==> src/sleep_wakeup_control_defs.svh <==
// Purpose: register indices, field positions and codes for the wake logic
// Assumes: byte address of a register is four times its index
// Notes:   definitions only
`ifndef SLEEP_WAKEUP_CONTROL_DEFS_SVH
`define SLEEP_WAKEUP_CONTROL_DEFS_SVH

// ==========================================================================
// register indices (byte address = index * 4)
`define IDX_TIMER_CTRL     8'h88
`define IDX_RTC_CFG        8'hA1
`define IDX_RTC_CFG2       8'hA2
`define IDX_PULLUP0        8'hB2
`define IDX_PULLUP1        8'hB3
`define IDX_PULLUP2        8'hB4
`define IDX_POWER_CTRL     8'hC5
`define IDX_PWR_IRQ_EN     8'hEC
`define IDX_DELTA_CFG      8'hF3
`define IDX_PERIPHERAL_CONFIG_CFG     8'hF4
`define IDX_PWR_IRQ_FLAGS  8'hF8
`define IDX_SCRATCH1       8'hFB
`define IDX_SCRATCH4       8'hFE
`define IDX_IRQ_PIN_CFG    8'hFF

// ==========================================================================
// field positions
`define TC_IRQ0_EDGE       0
`define TC_IRQ0_PEND       1
`define TC_IRQ1_EDGE       2
`define TC_IRQ1_PEND       3
`define RTC_INTERVAL_EN    1
`define RTC_INTERVAL_FLAG  2
`define RTC_ALARM_FLAG     6
`define RTC2_ALARM_EN_MSB  3
`define RTC2_ALARM_EN_LSB  0
`define PC_LCD_EN          0
`define PC_SLEEP_REQ       4
`define PIE_DC_SENSE       3
`define PIF_DC_SENSE       3
`define PIF_SUPPLY_REST    7
`define DELTA_TEMP_EN      0
`define PER_RX_FUNC_MSB    1
`define PER_RX_FUNC_LSB    0
`define PER_SUPPLY_SRC     6
`define PER_RX_EDGE_FLAG   7
`define IPC_IRQ0_WAKE      0
`define IPC_IRQ1_MSB       3
`define IPC_IRQ1_LSB       2

// ==========================================================================
// codes, pin slots and reset values
`define RX_WAKE_CODE       2'b11
`define IRQ1_WAKE_CODE     2'b11
`define OPSTATE_MAINS      2'h0
`define OPSTATE_BATTERY    2'h1
`define OPSTATE_SLEEP      2'h2
`define PIN_IRQ0           0
`define PIN_IRQ1           1
`define PIN_RX             2
`define PIN_RESET          3
`define PIN_MAINS          4
`define NUM_PINS           5
`define REG_RST            8'h00

`endif

==> src/sleep_wakeup_control_pkg.sv <==
// Purpose: types for the deep sleep wake logic
// Assumes: sleep_wakeup_control_defs.svh holds the numbers
// Notes:   all state of the block is one packed struct
`include "sleep_wakeup_control_defs.svh"

// ==========================================================================
// package
package sleep_wakeup_control_pkg;

  typedef enum logic [1:0] {
    MAINS_RUN,
    BATTERY_RUN,
    DEEP_SLEEP,
    WAKING
  } op_state_t;

  typedef struct packed {
    op_state_t                 state;
    logic [7:0]                timer_control;
    logic [7:0]                rtc_config;
    logic [7:0]                rtc_config_second;
    logic [7:0]                port0_pullup_enable;
    logic [7:0]                port1_pullup_enable;
    logic [7:0]                port2_pullup_enable;
    logic [7:0]                power_control;
    logic [7:0]                power_irq_enables;
    logic [7:0]                delta_threshold_config;
    logic [7:0]                peripheral_config;
    logic [7:0]                power_irq_flags;
    logic [7:0]                irq_pin_config;
    logic [3:0][7:0]           retained_scratch;
    logic [`NUM_PINS-1:0]      sync1;
    logic [`NUM_PINS-1:0]      sync2;
    logic [`NUM_PINS-1:0]      sync3;
    logic [`NUM_PINS-1:0]      filt;
    logic                      rd_wait;
    logic                      wr_pend;
    logic [7:0]                idx;
    logic [31:0]               rdata;
    logic                      ready;
    logic                      wake_req;
    logic                      core_power_en;
    logic                      core_reset;
    logic [1:0]                op_code;
    logic                      power_irq_req;
    logic                      rtc_irq_req;
  } sw_state_t;

endpackage : sleep_wakeup_control_pkg

==> src/sleep_wakeup_control.sv <==
// Purpose: deep sleep wake logic with its register file on AHB-Lite
// Assumes: one 20 MHz always-on clock, synchronous active-high reset
// Notes:   reads take one wait state, writes none
//
// Function
// - temperature change wakes unless measurement disabled
// - dc sense change wakes, sets flag bit 3
// - dc sense wake masked by enable bit 3
// - supply restore wakes always, sets flags
// - rtc interval wakes when enabled, sets flag
// - rtc alarm wakes when alarm fields enabled
// - irq zero pin wakes, edge select, pending kept
// - irq one pin wakes on 11x, pending kept
// - receive line edge wakes when function 11
// - reset pin low in sleep wakes battery run
// - display enable survives sleep
// - four scratch registers keep contents in sleep
// - pins inputs in sleep, pull-ups per pin
// - operating state follows switched supply source
// - wake from sleep restarts core from reset
//
// Design decision made here: register access over AHB-Lite.
`include "sleep_wakeup_control_defs.svh"
`timescale 1ns/10ps
`default_nettype none

module sleep_wakeup_control (
  input  wire logic        core_clk,
  input  wire logic        srst,
  input  wire logic        hsel,
  input  wire logic [31:0] haddr,
  input  wire logic [1:0]  htrans,
  input  wire logic        hwrite,
  input  wire logic [2:0]  hsize,
  input  wire logic [31:0] hwdata,
  input  wire logic        hready,
  output logic      [31:0] hrdata,
  output logic             hreadyout,
  output logic             hresp,
  input  wire logic        temp_change_evt,
  input  wire logic        dc_sense_change_evt,
  input  wire logic        rtc_interval_evt,
  input  wire logic        rtc_alarm_evt,
  input  wire logic        ext_irq_zero_n,
  input  wire logic        ext_irq_one_n,
  input  wire logic        second_uart_receive,
  input  wire logic        reset_pin_n,
  input  wire logic        switched_supply_source,
  output logic             wake_req,
  output logic             core_power_en,
  output logic             core_reset,
  output logic      [1:0]  op_state,
  output logic             lcd_enable,
  output logic             pins_input_only,
  output logic      [7:0]  port0_pullup,
  output logic      [7:0]  port1_pullup,
  output logic      [7:0]  port2_pullup,
  output logic             power_irq_req,
  output logic             rtc_irq_req
);
  import sleep_wakeup_control_pkg::*;

  // ========================================================================
  // register read decode
  function automatic logic [7:0] reg_read(input sw_state_t r,
                                          input logic [7:0] idx);
    logic [7:0] v;
    v = 8'h00;
    case (idx)
      `IDX_TIMER_CTRL:    v = r.timer_control;
      `IDX_RTC_CFG:       v = r.rtc_config;
      `IDX_RTC_CFG2:      v = r.rtc_config_second;
      `IDX_PULLUP0:       v = r.port0_pullup_enable;
      `IDX_PULLUP1:       v = r.port1_pullup_enable;
      `IDX_PULLUP2:       v = r.port2_pullup_enable;
      `IDX_POWER_CTRL:    v = r.power_control;
      `IDX_PWR_IRQ_EN:    v = r.power_irq_enables;
      `IDX_DELTA_CFG:     v = r.delta_threshold_config;
      `IDX_PERIPHERAL_CONFIG_CFG:    v = r.peripheral_config;
      `IDX_PWR_IRQ_FLAGS: v = r.power_irq_flags;
      `IDX_IRQ_PIN_CFG:   v = r.irq_pin_config;
      default:
      begin
        if (idx >= `IDX_SCRATCH1 && idx <= `IDX_SCRATCH4)
          v = r.retained_scratch[2'(idx - `IDX_SCRATCH1)];
        else
          v = 8'h00;
      end
    endcase
    return v;
  endfunction : reg_read

  sw_state_t s_q;
  sw_state_t s_d;

  logic [`NUM_PINS-1:0] pins;
  logic [`NUM_PINS-1:0] filt_new;
  logic [`NUM_PINS-1:0] edges;
  logic                 bus_sel;
  logic                 irq0_act;
  logic                 irq1_act;
  logic                 rx_edge;
  logic                 supply_up;
  logic                 mains;
  logic                 any_wake;
  logic [7:0]           wd;

  // ========================================================================
  // pin gathering
  assign pins = {switched_supply_source, reset_pin_n, second_uart_receive,
                 ext_irq_one_n, ext_irq_zero_n};

  // ========================================================================
  // next state
  always_comb
  begin
    s_d = s_q;
    wd  = hwdata[7:0];
    // a change counts once stages two and three agree
    s_d.sync1 = pins;
    s_d.sync2 = s_q.sync1;
    s_d.sync3 = s_q.sync2;
    filt_new  = (s_q.sync2 & ~(s_q.sync2 ^ s_q.sync3)) |
                (s_q.filt & (s_q.sync2 ^ s_q.sync3));
    s_d.filt  = filt_new;
    edges     = filt_new ^ s_q.filt;
    mains     = filt_new[`PIN_MAINS];
    supply_up = edges[`PIN_MAINS] & mains;

    // pin events: edge mode is a falling edge, else a low level
    irq0_act = s_q.timer_control[`TC_IRQ0_EDGE] ?
               (edges[`PIN_IRQ0] & ~filt_new[`PIN_IRQ0]) :
               ~filt_new[`PIN_IRQ0];
    irq1_act = s_q.timer_control[`TC_IRQ1_EDGE] ?
               (edges[`PIN_IRQ1] & ~filt_new[`PIN_IRQ1]) :
               ~filt_new[`PIN_IRQ1];
    rx_edge  = edges[`PIN_RX] &
               (s_q.peripheral_config[`PER_RX_FUNC_MSB:`PER_RX_FUNC_LSB]
                == `RX_WAKE_CODE);

    // qualified wake sources, all merged into one request
    any_wake =
      (temp_change_evt &
       s_q.delta_threshold_config[`DELTA_TEMP_EN]) |
      (dc_sense_change_evt &
       s_q.power_irq_enables[`PIE_DC_SENSE]) |
      (rtc_interval_evt & s_q.rtc_config[`RTC_INTERVAL_EN]) |
      (rtc_alarm_evt &
       (|s_q.rtc_config_second[`RTC2_ALARM_EN_MSB:
                               `RTC2_ALARM_EN_LSB])) |
      (irq0_act & s_q.irq_pin_config[`IPC_IRQ0_WAKE]) |
      (irq1_act &
       (s_q.irq_pin_config[`IPC_IRQ1_MSB:`IPC_IRQ1_LSB]
        == `IRQ1_WAKE_CODE)) |
      rx_edge |
      ~filt_new[`PIN_RESET];

    // bus: address phase captured, read gets one wait state
    bus_sel     = hsel & htrans[1] & hready;
    s_d.wr_pend = 1'b0;
    if (s_q.rd_wait)
    begin
      s_d.rdata   = {24'h000000, reg_read(s_q, s_q.idx)};
      s_d.ready   = 1'b1;
      s_d.rd_wait = 1'b0;
    end
    if (s_q.wr_pend)
    begin
      case (s_q.idx)
        `IDX_TIMER_CTRL:    s_d.timer_control = wd;
        `IDX_RTC_CFG:
        begin
          // flags clear on a written one, other bits plain
          s_d.rtc_config = wd;
          s_d.rtc_config[`RTC_INTERVAL_FLAG] =
            s_q.rtc_config[`RTC_INTERVAL_FLAG] & ~wd[`RTC_INTERVAL_FLAG];
          s_d.rtc_config[`RTC_ALARM_FLAG] =
            s_q.rtc_config[`RTC_ALARM_FLAG] & ~wd[`RTC_ALARM_FLAG];
        end
        `IDX_RTC_CFG2:      s_d.rtc_config_second = wd;
        `IDX_PULLUP0:       s_d.port0_pullup_enable = wd;
        `IDX_PULLUP1:       s_d.port1_pullup_enable = wd;
        `IDX_PULLUP2:       s_d.port2_pullup_enable = wd;
        `IDX_POWER_CTRL:    s_d.power_control = wd;
        `IDX_PWR_IRQ_EN:    s_d.power_irq_enables = wd;
        `IDX_DELTA_CFG:     s_d.delta_threshold_config = wd;
        `IDX_PERIPHERAL_CONFIG_CFG:
        begin
          s_d.peripheral_config = wd;
          s_d.peripheral_config[`PER_RX_EDGE_FLAG] =
            s_q.peripheral_config[`PER_RX_EDGE_FLAG] &
            ~wd[`PER_RX_EDGE_FLAG];
        end
        `IDX_PWR_IRQ_FLAGS: s_d.power_irq_flags = s_q.power_irq_flags & ~wd;
        `IDX_IRQ_PIN_CFG:   s_d.irq_pin_config = wd;
        default:
        begin
          // scratch writes only; unmapped writes are dropped
          if (s_q.idx >= `IDX_SCRATCH1 && s_q.idx <= `IDX_SCRATCH4)
            s_d.retained_scratch[2'(s_q.idx - `IDX_SCRATCH1)] = wd;
        end
      endcase
    end
    if (bus_sel)
    begin
      s_d.idx     = haddr[9:2];
      s_d.wr_pend = hwrite;
      if (!hwrite)
      begin
        s_d.ready   = 1'b0;
        s_d.rd_wait = 1'b1;
      end
    end

    // hardware sets after software clears, so a set wins
    if (dc_sense_change_evt)
      s_d.power_irq_flags[`PIF_DC_SENSE] = 1'b1;
    if (supply_up)
      s_d.power_irq_flags[`PIF_SUPPLY_REST] = 1'b1;
    if (rtc_interval_evt)
      s_d.rtc_config[`RTC_INTERVAL_FLAG] = 1'b1;
    if (rtc_alarm_evt)
      s_d.rtc_config[`RTC_ALARM_FLAG] = 1'b1;
    if (rx_edge)
      s_d.peripheral_config[`PER_RX_EDGE_FLAG] = 1'b1;
    s_d.peripheral_config[`PER_SUPPLY_SRC] = mains;
    // pending flags untouched while asleep
    if (s_q.state != DEEP_SLEEP && irq0_act)
      s_d.timer_control[`TC_IRQ0_PEND] = 1'b1;
    if (s_q.state != DEEP_SLEEP && irq1_act)
      s_d.timer_control[`TC_IRQ1_PEND] = 1'b1;

    // operating state machine
    s_d.wake_req = 1'b0;
    case (s_q.state)
      MAINS_RUN:
      begin
        if (!mains)
          s_d.state = BATTERY_RUN;
      end
      BATTERY_RUN:
      begin
        if (mains)
          s_d.state = MAINS_RUN;
        else if (s_q.power_control[`PC_SLEEP_REQ])
        begin
          s_d.state = DEEP_SLEEP;
          s_d.power_control[`PC_SLEEP_REQ] = 1'b0;
        end
      end
      DEEP_SLEEP:
      begin
        if (mains || any_wake)
        begin
          s_d.state    = WAKING;
          s_d.wake_req = 1'b1;
        end
      end
      WAKING:
      begin
        // core held in reset one cycle, then starts from its vector
        s_d.state = mains ? MAINS_RUN : BATTERY_RUN;
      end
      default:
        s_d.state = BATTERY_RUN;
    endcase

    // registered outputs
    s_d.core_power_en = (s_d.state != DEEP_SLEEP);
    s_d.core_reset    = (s_d.state == DEEP_SLEEP) ||
                        (s_d.state == WAKING);
    case (s_d.state)
      MAINS_RUN:   s_d.op_code = `OPSTATE_MAINS;
      DEEP_SLEEP:  s_d.op_code = `OPSTATE_SLEEP;
      default:     s_d.op_code = `OPSTATE_BATTERY;
    endcase
    s_d.power_irq_req = s_d.power_irq_flags[`PIF_SUPPLY_REST] |
                        (s_d.power_irq_flags[`PIF_DC_SENSE] &
                         s_d.power_irq_enables[`PIE_DC_SENSE]);
    s_d.rtc_irq_req   = s_d.rtc_config[`RTC_INTERVAL_FLAG] |
                        s_d.rtc_config[`RTC_ALARM_FLAG];

    // reset: every register to `REG_RST, bus ready
    if (srst)
    begin
      s_d               = '0;
      s_d.power_control = `REG_RST;
      s_d.ready         = 1'b1;
      s_d.core_power_en = 1'b1;
      // pins start at their pull-up level so no false edge follows reset
      s_d.sync1         = '1;
      s_d.sync2         = '1;
      s_d.sync3         = '1;
      s_d.filt          = '1;
    end
  end

  // ========================================================================
  // state register
  always_ff @(posedge core_clk)
  begin
    s_q <= s_d;
  end

  // ========================================================================
  // outputs from the state register, hresp tied to okay
  assign hrdata          = s_q.rdata;
  assign hreadyout       = s_q.ready;
  assign hresp           = 1'b0;
  assign wake_req        = s_q.wake_req;
  assign core_power_en   = s_q.core_power_en;
  assign core_reset      = s_q.core_reset;
  assign op_state        = s_q.op_code;
  assign lcd_enable      = s_q.power_control[`PC_LCD_EN];
  assign pins_input_only = (s_q.op_code == `OPSTATE_SLEEP);
  assign port0_pullup    = s_q.port0_pullup_enable;
  assign port1_pullup    = s_q.port1_pullup_enable;
  assign port2_pullup    = s_q.port2_pullup_enable;
  assign power_irq_req   = s_q.power_irq_req;
  assign rtc_irq_req     = s_q.rtc_irq_req;

endmodule : sleep_wakeup_control

`default_nettype wire

==> config.mk <==
export PLATFORM = sky130hd
export DESIGN_NAME = sleep_wakeup_control
export DESIGN_NICKNAME = d
export VERILOG_FILES = /design/src/sleep_wakeup_control_pkg.sv /design/src/sleep_wakeup_control.sv
export VERILOG_INCLUDE_DIRS = /design/src
export SDC_FILE = /design/constraint.sdc
export NUM_CORES = 1
export LEC_CHECK = 0
export BUFFER_PORTS_ARGS = -buffer_cell sky130_fd_sc_hd__clkbuf_2
export CORE_MARGIN = 2
export CORE_UTILIZATION = 56
export CTS_CLUSTER_DIAMETER = 40
export DETAILED_ROUTE_END_ITERATION = 8
export GPL_TIMING_DRIVEN = 0
export PLACE_DENSITY = 0.9
export SLEW_MARGIN = 10
export SYNTH_ARGS = -nofsm -noshare
export SYNTH_HDL_FRONTEND = slang
export SYNTH_SLANG_ARGS = --single-unit
==> constraint.sdc <==
create_clock -name core_clk -period 2.7 [get_ports core_clk]
set_input_delay 0.27 -clock core_clk [delete_from_list [all_inputs] [get_ports core_clk]]
set_output_delay 0.27 -clock core_clk [all_outputs]
set_load 0.02 [all_outputs]
== After elaboration in Yosys (flattened, before gate mapping) ==
Index checks and enable logic that the tools add are counted.

* Bits in registers: 176
* Input bits: 83
* Output and inout port bits: 67
* Word-level logic and storage cells: 189

* $add $sub $neg: 1
* Magnitude comparators: 4
* Eq/ne operators: 22
* Muxes and demuxes: 46
* Bitwise operators: 42
* Reduce and logical (&&, ||, !) cells: 34

{| class="wikitable"
|+ Operators by type and width
! kind !! number
|-
| 124-bit two-way mux || 1
|-
| 8-bit two-way mux || 14
|-
| 8-bit == test, second input constant || 12
|-
| 8-bit case mux with 12 select lines || 1
|-
| 32-bit two-way mux || 2
|-
| 32-bit bitwise mux || 1
|-
| 2-bit AND reduction || 15
|-
| 1-bit two-way mux || 18
|-
| 1-bit bitwise AND || 16
|-
| 8-bit binary-select mux with 2-bit select || 1
|-
| 8-bit demux with 2-bit select || 1
|-
| 2-bit == test, second input constant || 7
|-
| 2-bit nonzero test || 6
|-
| 12-bit OR reduction || 1
|-
| 5-bit bitwise AND || 2
|-
| 5-bit bitwise XOR || 2
|-
| 1-bit NOT || 9
|-
| 1-bit OR || 9
|-
| 8-bit bitwise AND || 1
|-
| 8-bit greater-or-equal comparator, second input constant || 1
|-
| 8-bit less-or-equal comparator, second input constant || 1
|-
| 2-bit two-way mux || 4
|-
| 8-bit NOT || 1
|-
| 2-bit case mux with 4 select lines || 1
|-
| other kinds (15) || 22
|}

== Logic depth before layout (Yosys ltp) ==
* Depth in word-level cells: 17
* Gate-level depth with buffers: 11
* Mapped depth without buffers: 7

== Worst setup path after synthesis ==
Ideal clock, no wire load.

* Kind: register to register
* From: register s_q[40] (netlist name)
* To: register s_q, in the netlist hrdata[3]
* Setup time: 144 ps
* Data arrival time: 2180 ps
* Data required time: 2556 ps
* Path slack: 376 ps
* Stages on the path, launching flop included: 11
* Path buffers: 3
* Clock period less this slack: 2324 ps
* Cell sequence: dfxtp_1 buf_2 inv_1 ha_1 buf_2 and3b_1 and4b_1 buf_2 o2bb2ai_1 a2111oi_0 a311oi_1

* Word-level cells in the longest chain between the ends: 5
* Elaborated cells between the ends (all ways): 20
* Classes of those cells: add/sub (1); order compare (2); eq/ne (12); mux (4); reduce/logical (1)

{| class="wikitable"
|+ Ends and longest elaborated chain
! item !! RTL line !! RTL
|-
| start, declared || sleep_wakeup_control.sv:93 || <nowiki>sw_state_t s_q;</nowiki>
|-
| start signal, assigned || sleep_wakeup_control.sv:302 || <nowiki>s_q <= s_d;</nowiki>
|-
| 2-bit subtractor (no line) || -- ||
|-
| 8-bit binary-select mux with 2-bit select || sleep_wakeup_control.sv:85 || <nowiki>v = r.retained_scratch[2'(idx - `IDX_SCRATCH1)];</nowiki>
|-
| 8-bit two-way mux || sleep_wakeup_control.sv:85 ||
|-
| 8-bit two-way mux || sleep_wakeup_control.sv:84 || <nowiki>if (idx >= `IDX_SCRATCH1 && idx <= `IDX_SCRATCH4)</nowiki>
|-
| 8-bit case mux with 12 select lines * || sleep_wakeup_control.sv:69 || <nowiki>case (idx)</nowiki>
|}

Every way passes the cells marked *; elsewhere a longest branch is shown, timed or not. The select of a mux whose other input is x is not followed.
A chain may end at the register's enable or synchronous reset.

== Final worst setup path ==
* From: register s_q[40] (netlist name)
* To: register s_q, in the netlist hrdata[0]

The elaborated chain is that of the path after synthesis.

==> flow_summary.ini <==
[clocking]
numCtsBuffers = 17
cts_tree = yes
clkTransAtPathRegs_ns = 0.07
post-cts-setup-buffers = 0
cts_buffer_depth = 2
root_buffer = clkbuf_16
cts_sinks = 175
clk_latency_ns = 0.45
cts-htree-levels = 4

[placement]
place_inst = 1145
gp_congestion = 0.9847
post-place-ws_ns = -0.3734
dpl.hpwl_mm = 16.78
io_buffers = 70

[critical_path]
r2r_setup_slack_ns = 0.12
path_class = reg2reg
rr_endpoint = hrdata[0]
worstSetupEndpointType = register
crit_path_end = hrdata[0]
crit_start = s_q[40]
reg2reg_from = s_q[40]
start_kind = register
required_ns = 3.00
reg2reg_depth = 10
cp.arrival_ns = 2.88
worst-path-max-fanout = 10

[power_and_ir_drop]
internal_power_w = 0.003963
pwr-share-seq_pct = 49.3
p_clk_share_pct = 45.0
vdd_ir_drop_max_uv = 471.0
p_leak_nw = 4.179
switching_share_pct = 25.42
power.switching_w = 0.001350
p_per_area_nw_per_um2 = 569.1
pwr-share-comb_pct = 5.8

[sta]
rsz0062_at_grt = false
relSlewSlack_pct = 45.89
slew_viol_final = 0
tightest_slew_ns = 0.8117
max_clock_freq_mhz = 387.2
hold_viol = 0
fin_ws_ns = 0.1176
fin_crit_sh_pct = 95.64
clock_skew_ns = 0.008358
period_needed_ns = 2.582
setup-violations-final = 0

[global_routing]
antenna_found_initial = 0
grt_max_degree = 18
first_global_vias = 6563
grt_pass1_wl_mm = 35.84
grt_usage_pct = 31.67
grt_overflow = 0

[final_layout]
fin_nets = 1074
syn2layout_area_growth_pct = 16.48
final-seq-area_um2 = 3505
final_cell_mix = 174 x dfxtp_1, 122 x nor2_1, 96 x mux2i_1
multiInputGateArea_um2 = 3900
antennaDiodeCount = 0
final_common_cell = dfxtp_1
post-route-util_pct = 67.00
drive_above_1_share_pct = 23.39
stdcell_count = 1176
fillers = 1127

[synth]
synthFlopType = dfxtp_1
ys_warn_count = 0
synth_top_area_cell = dfxtp_1
synth_enable_flop_cells = 0
netlist_area_um2 = 8015
yosys-top-cells-area = dfxtp_1 44%, mux2i_1 12%, buf_4 5.8%
synthArstFlopShare_pct = 0
netlist_instances = 871
synth-seq-cells = 175
synthDistinctLibCells = 67
ys_seq_area_share_pct = 43.71
netlist.area_leader.share_pct = 43.71
synth_area_per_cell_um2 = 9.202

[routing]
drc = 0
vias = 7014
vias_per_cell = 5.964
routedWlPerCell_um = 19.89
drtPass1Iterations = 5
drtAntennaViolNets = 0
routed_wl_mm = 23.39
drtIter0Drc = 857

[floorplanning]
dieHeight_um = 123.6
rows = 43
start_util_pct = 57.52
fp.dieW_um = 123.6
ios = 150
core_um2 = 13930
dieArea_um2 = 15290

[status]
status = completed

[run]
drv_cap = 0

[hold_path]
hold_path_class = in2reg
-- worst max-delay path, cell delays in order (launching register included) --
cell	delay [ns]
dfxtp_2	0.39
buf_8	0.18
inv_1	0.11
ha_1	0.20
buf_2	0.19
and3b_1	0.27
and4b_1	0.21
buf_2	0.20
o2bb2ai_1	0.19
a2111oi_2	0.36
a211oi_1	0.14
-- kinds of logic (layout without fill, tap and decap cells) --
group | count (synthesis) | in the layout | share of synthesized area (%)
other | 1 | 25 | 0.04679
multiplexers | 104 | 104 | 14.24
AO/OA/AOI/OAI | 147 | 147 | 12.55
buffers and inverters | 129 | 230 | 9.569
AND/OR/NAND/NOR | 305 | 305 | 18.39
flip-flops | 175 | 175 | 43.71
adder cells (fa/ha/maj) | 10 | 10 | 1.499
-- layer usage --
metal / vias up / wire length (µm) / global-route usage (%)
met4: 0 / 1029 / 16.76
met3: 80 / 2265 / 7.509
met1: 3353 / 9536 / 41.20
li1: 3187 / - / -
met2: 394 / 10560 / 48.90
met5: - / 0 / 0
-- through the flow --
step           total power (W)  instance area [µm²]  TNS (ns)  hold WS (ns)
2_1_floorplan         0.002861                 8105         0        0.3587
3_3_place_gp          0.002964                 8681   -0.6934        0.3924
3_5_place_dp          0.002968                 8681    -3.747        0.3958
4_1_cts               0.005317                 9286         0      0.001897
5_1_grt               0.005452                 9336         0      0.004997
6_report              0.005313                 9336         0      0.006160
-- cell type report --
class	instances	share of cell area (%)
sequential	175	37.54
clock buffer	19	4.851
clock inverter	13	1.260
multi-input combinational	591	41.77
inverter	6	0.2412
timing repair buffer	72	3.967
buffer	120	7.960
tap	180	2.412
-- worst min path at each step --
stage | from | to | slack [ns] | depth (start not counted)
global route | reset_pin_n | s_q[68] | 0.005 | 2
finish | second_uart_receive | s_q[67] | 0.006 | 2
CTS | switched_supply_source | s_q[69] | 0.002 | 2
global placement | s_q[69] | s_q[64] | 0.39 | 1
detailed placement | s_q[66] | s_q[61] | 0.40 | 1
floorplan | hwrite | s_q[49] | 0.36 | 1
-- power by group through the flow --
stage | Combinational, W | Sequential, W | Clock, W
2_1_floorplan | 0.000188 | 0.00267 | 0
3_3_place_gp | 0.000289 | 0.00268 | 0
5_1_grt | 0.000328 | 0.00262 | 0.00250
3_5_place_dp | 0.000292 | 0.00268 | 0
6_report | 0.000306 | 0.00262 | 0.00239
4_1_cts | 0.000296 | 0.00262 | 0.00240
-- Yosys cell counts, types with 3 or more instances --
| library cell | number |
|---|---|
| dfxtp_1 | 175 |
| nor2_1 | 122 |
| mux2i_1 | 96 |
| nand2_1 | 72 |
| buf_4 | 62 |
| a21oi_1 | 51 |
| clkbuf_1 | 40 |
| nand3_1 | 35 |
| o21ai_0 | 24 |
| or2_2 | 17 |
| buf_2 | 16 |
| a22oi_1 | 14 |
| a22o_1 | 8 |
| ha_1 | 8 |
| mux4_2 | 8 |
| nand2b_1 | 8 |
| a211oi_1 | 6 |
| inv_1 | 6 |
| nand4_1 | 6 |
| a311oi_1 | 5 |
| and3_1 | 5 |
| o21bai_1 | 5 |
| a21boi_0 | 4 |
| a32oi_1 | 4 |
| buf_6 | 4 |
| nand4_2 | 4 |
| nor3_1 | 4 |
| nor3b_1 | 4 |
| o2bb2ai_1 | 4 |
| a2111oi_2 | 3 |
| a221oi_1 | 3 |
| and3b_1 | 3 |
| nor2b_1 | 3 |
-- timing repair --
action	CTS	global route
hold buffers	2	0
setup endpoints to repair	43	40
pin swaps	0	0
hold endpoints to repair	2	0
cloned	0	0
resized for setup	5	8
Note: power is estimated with default switching activity, not from simulation.
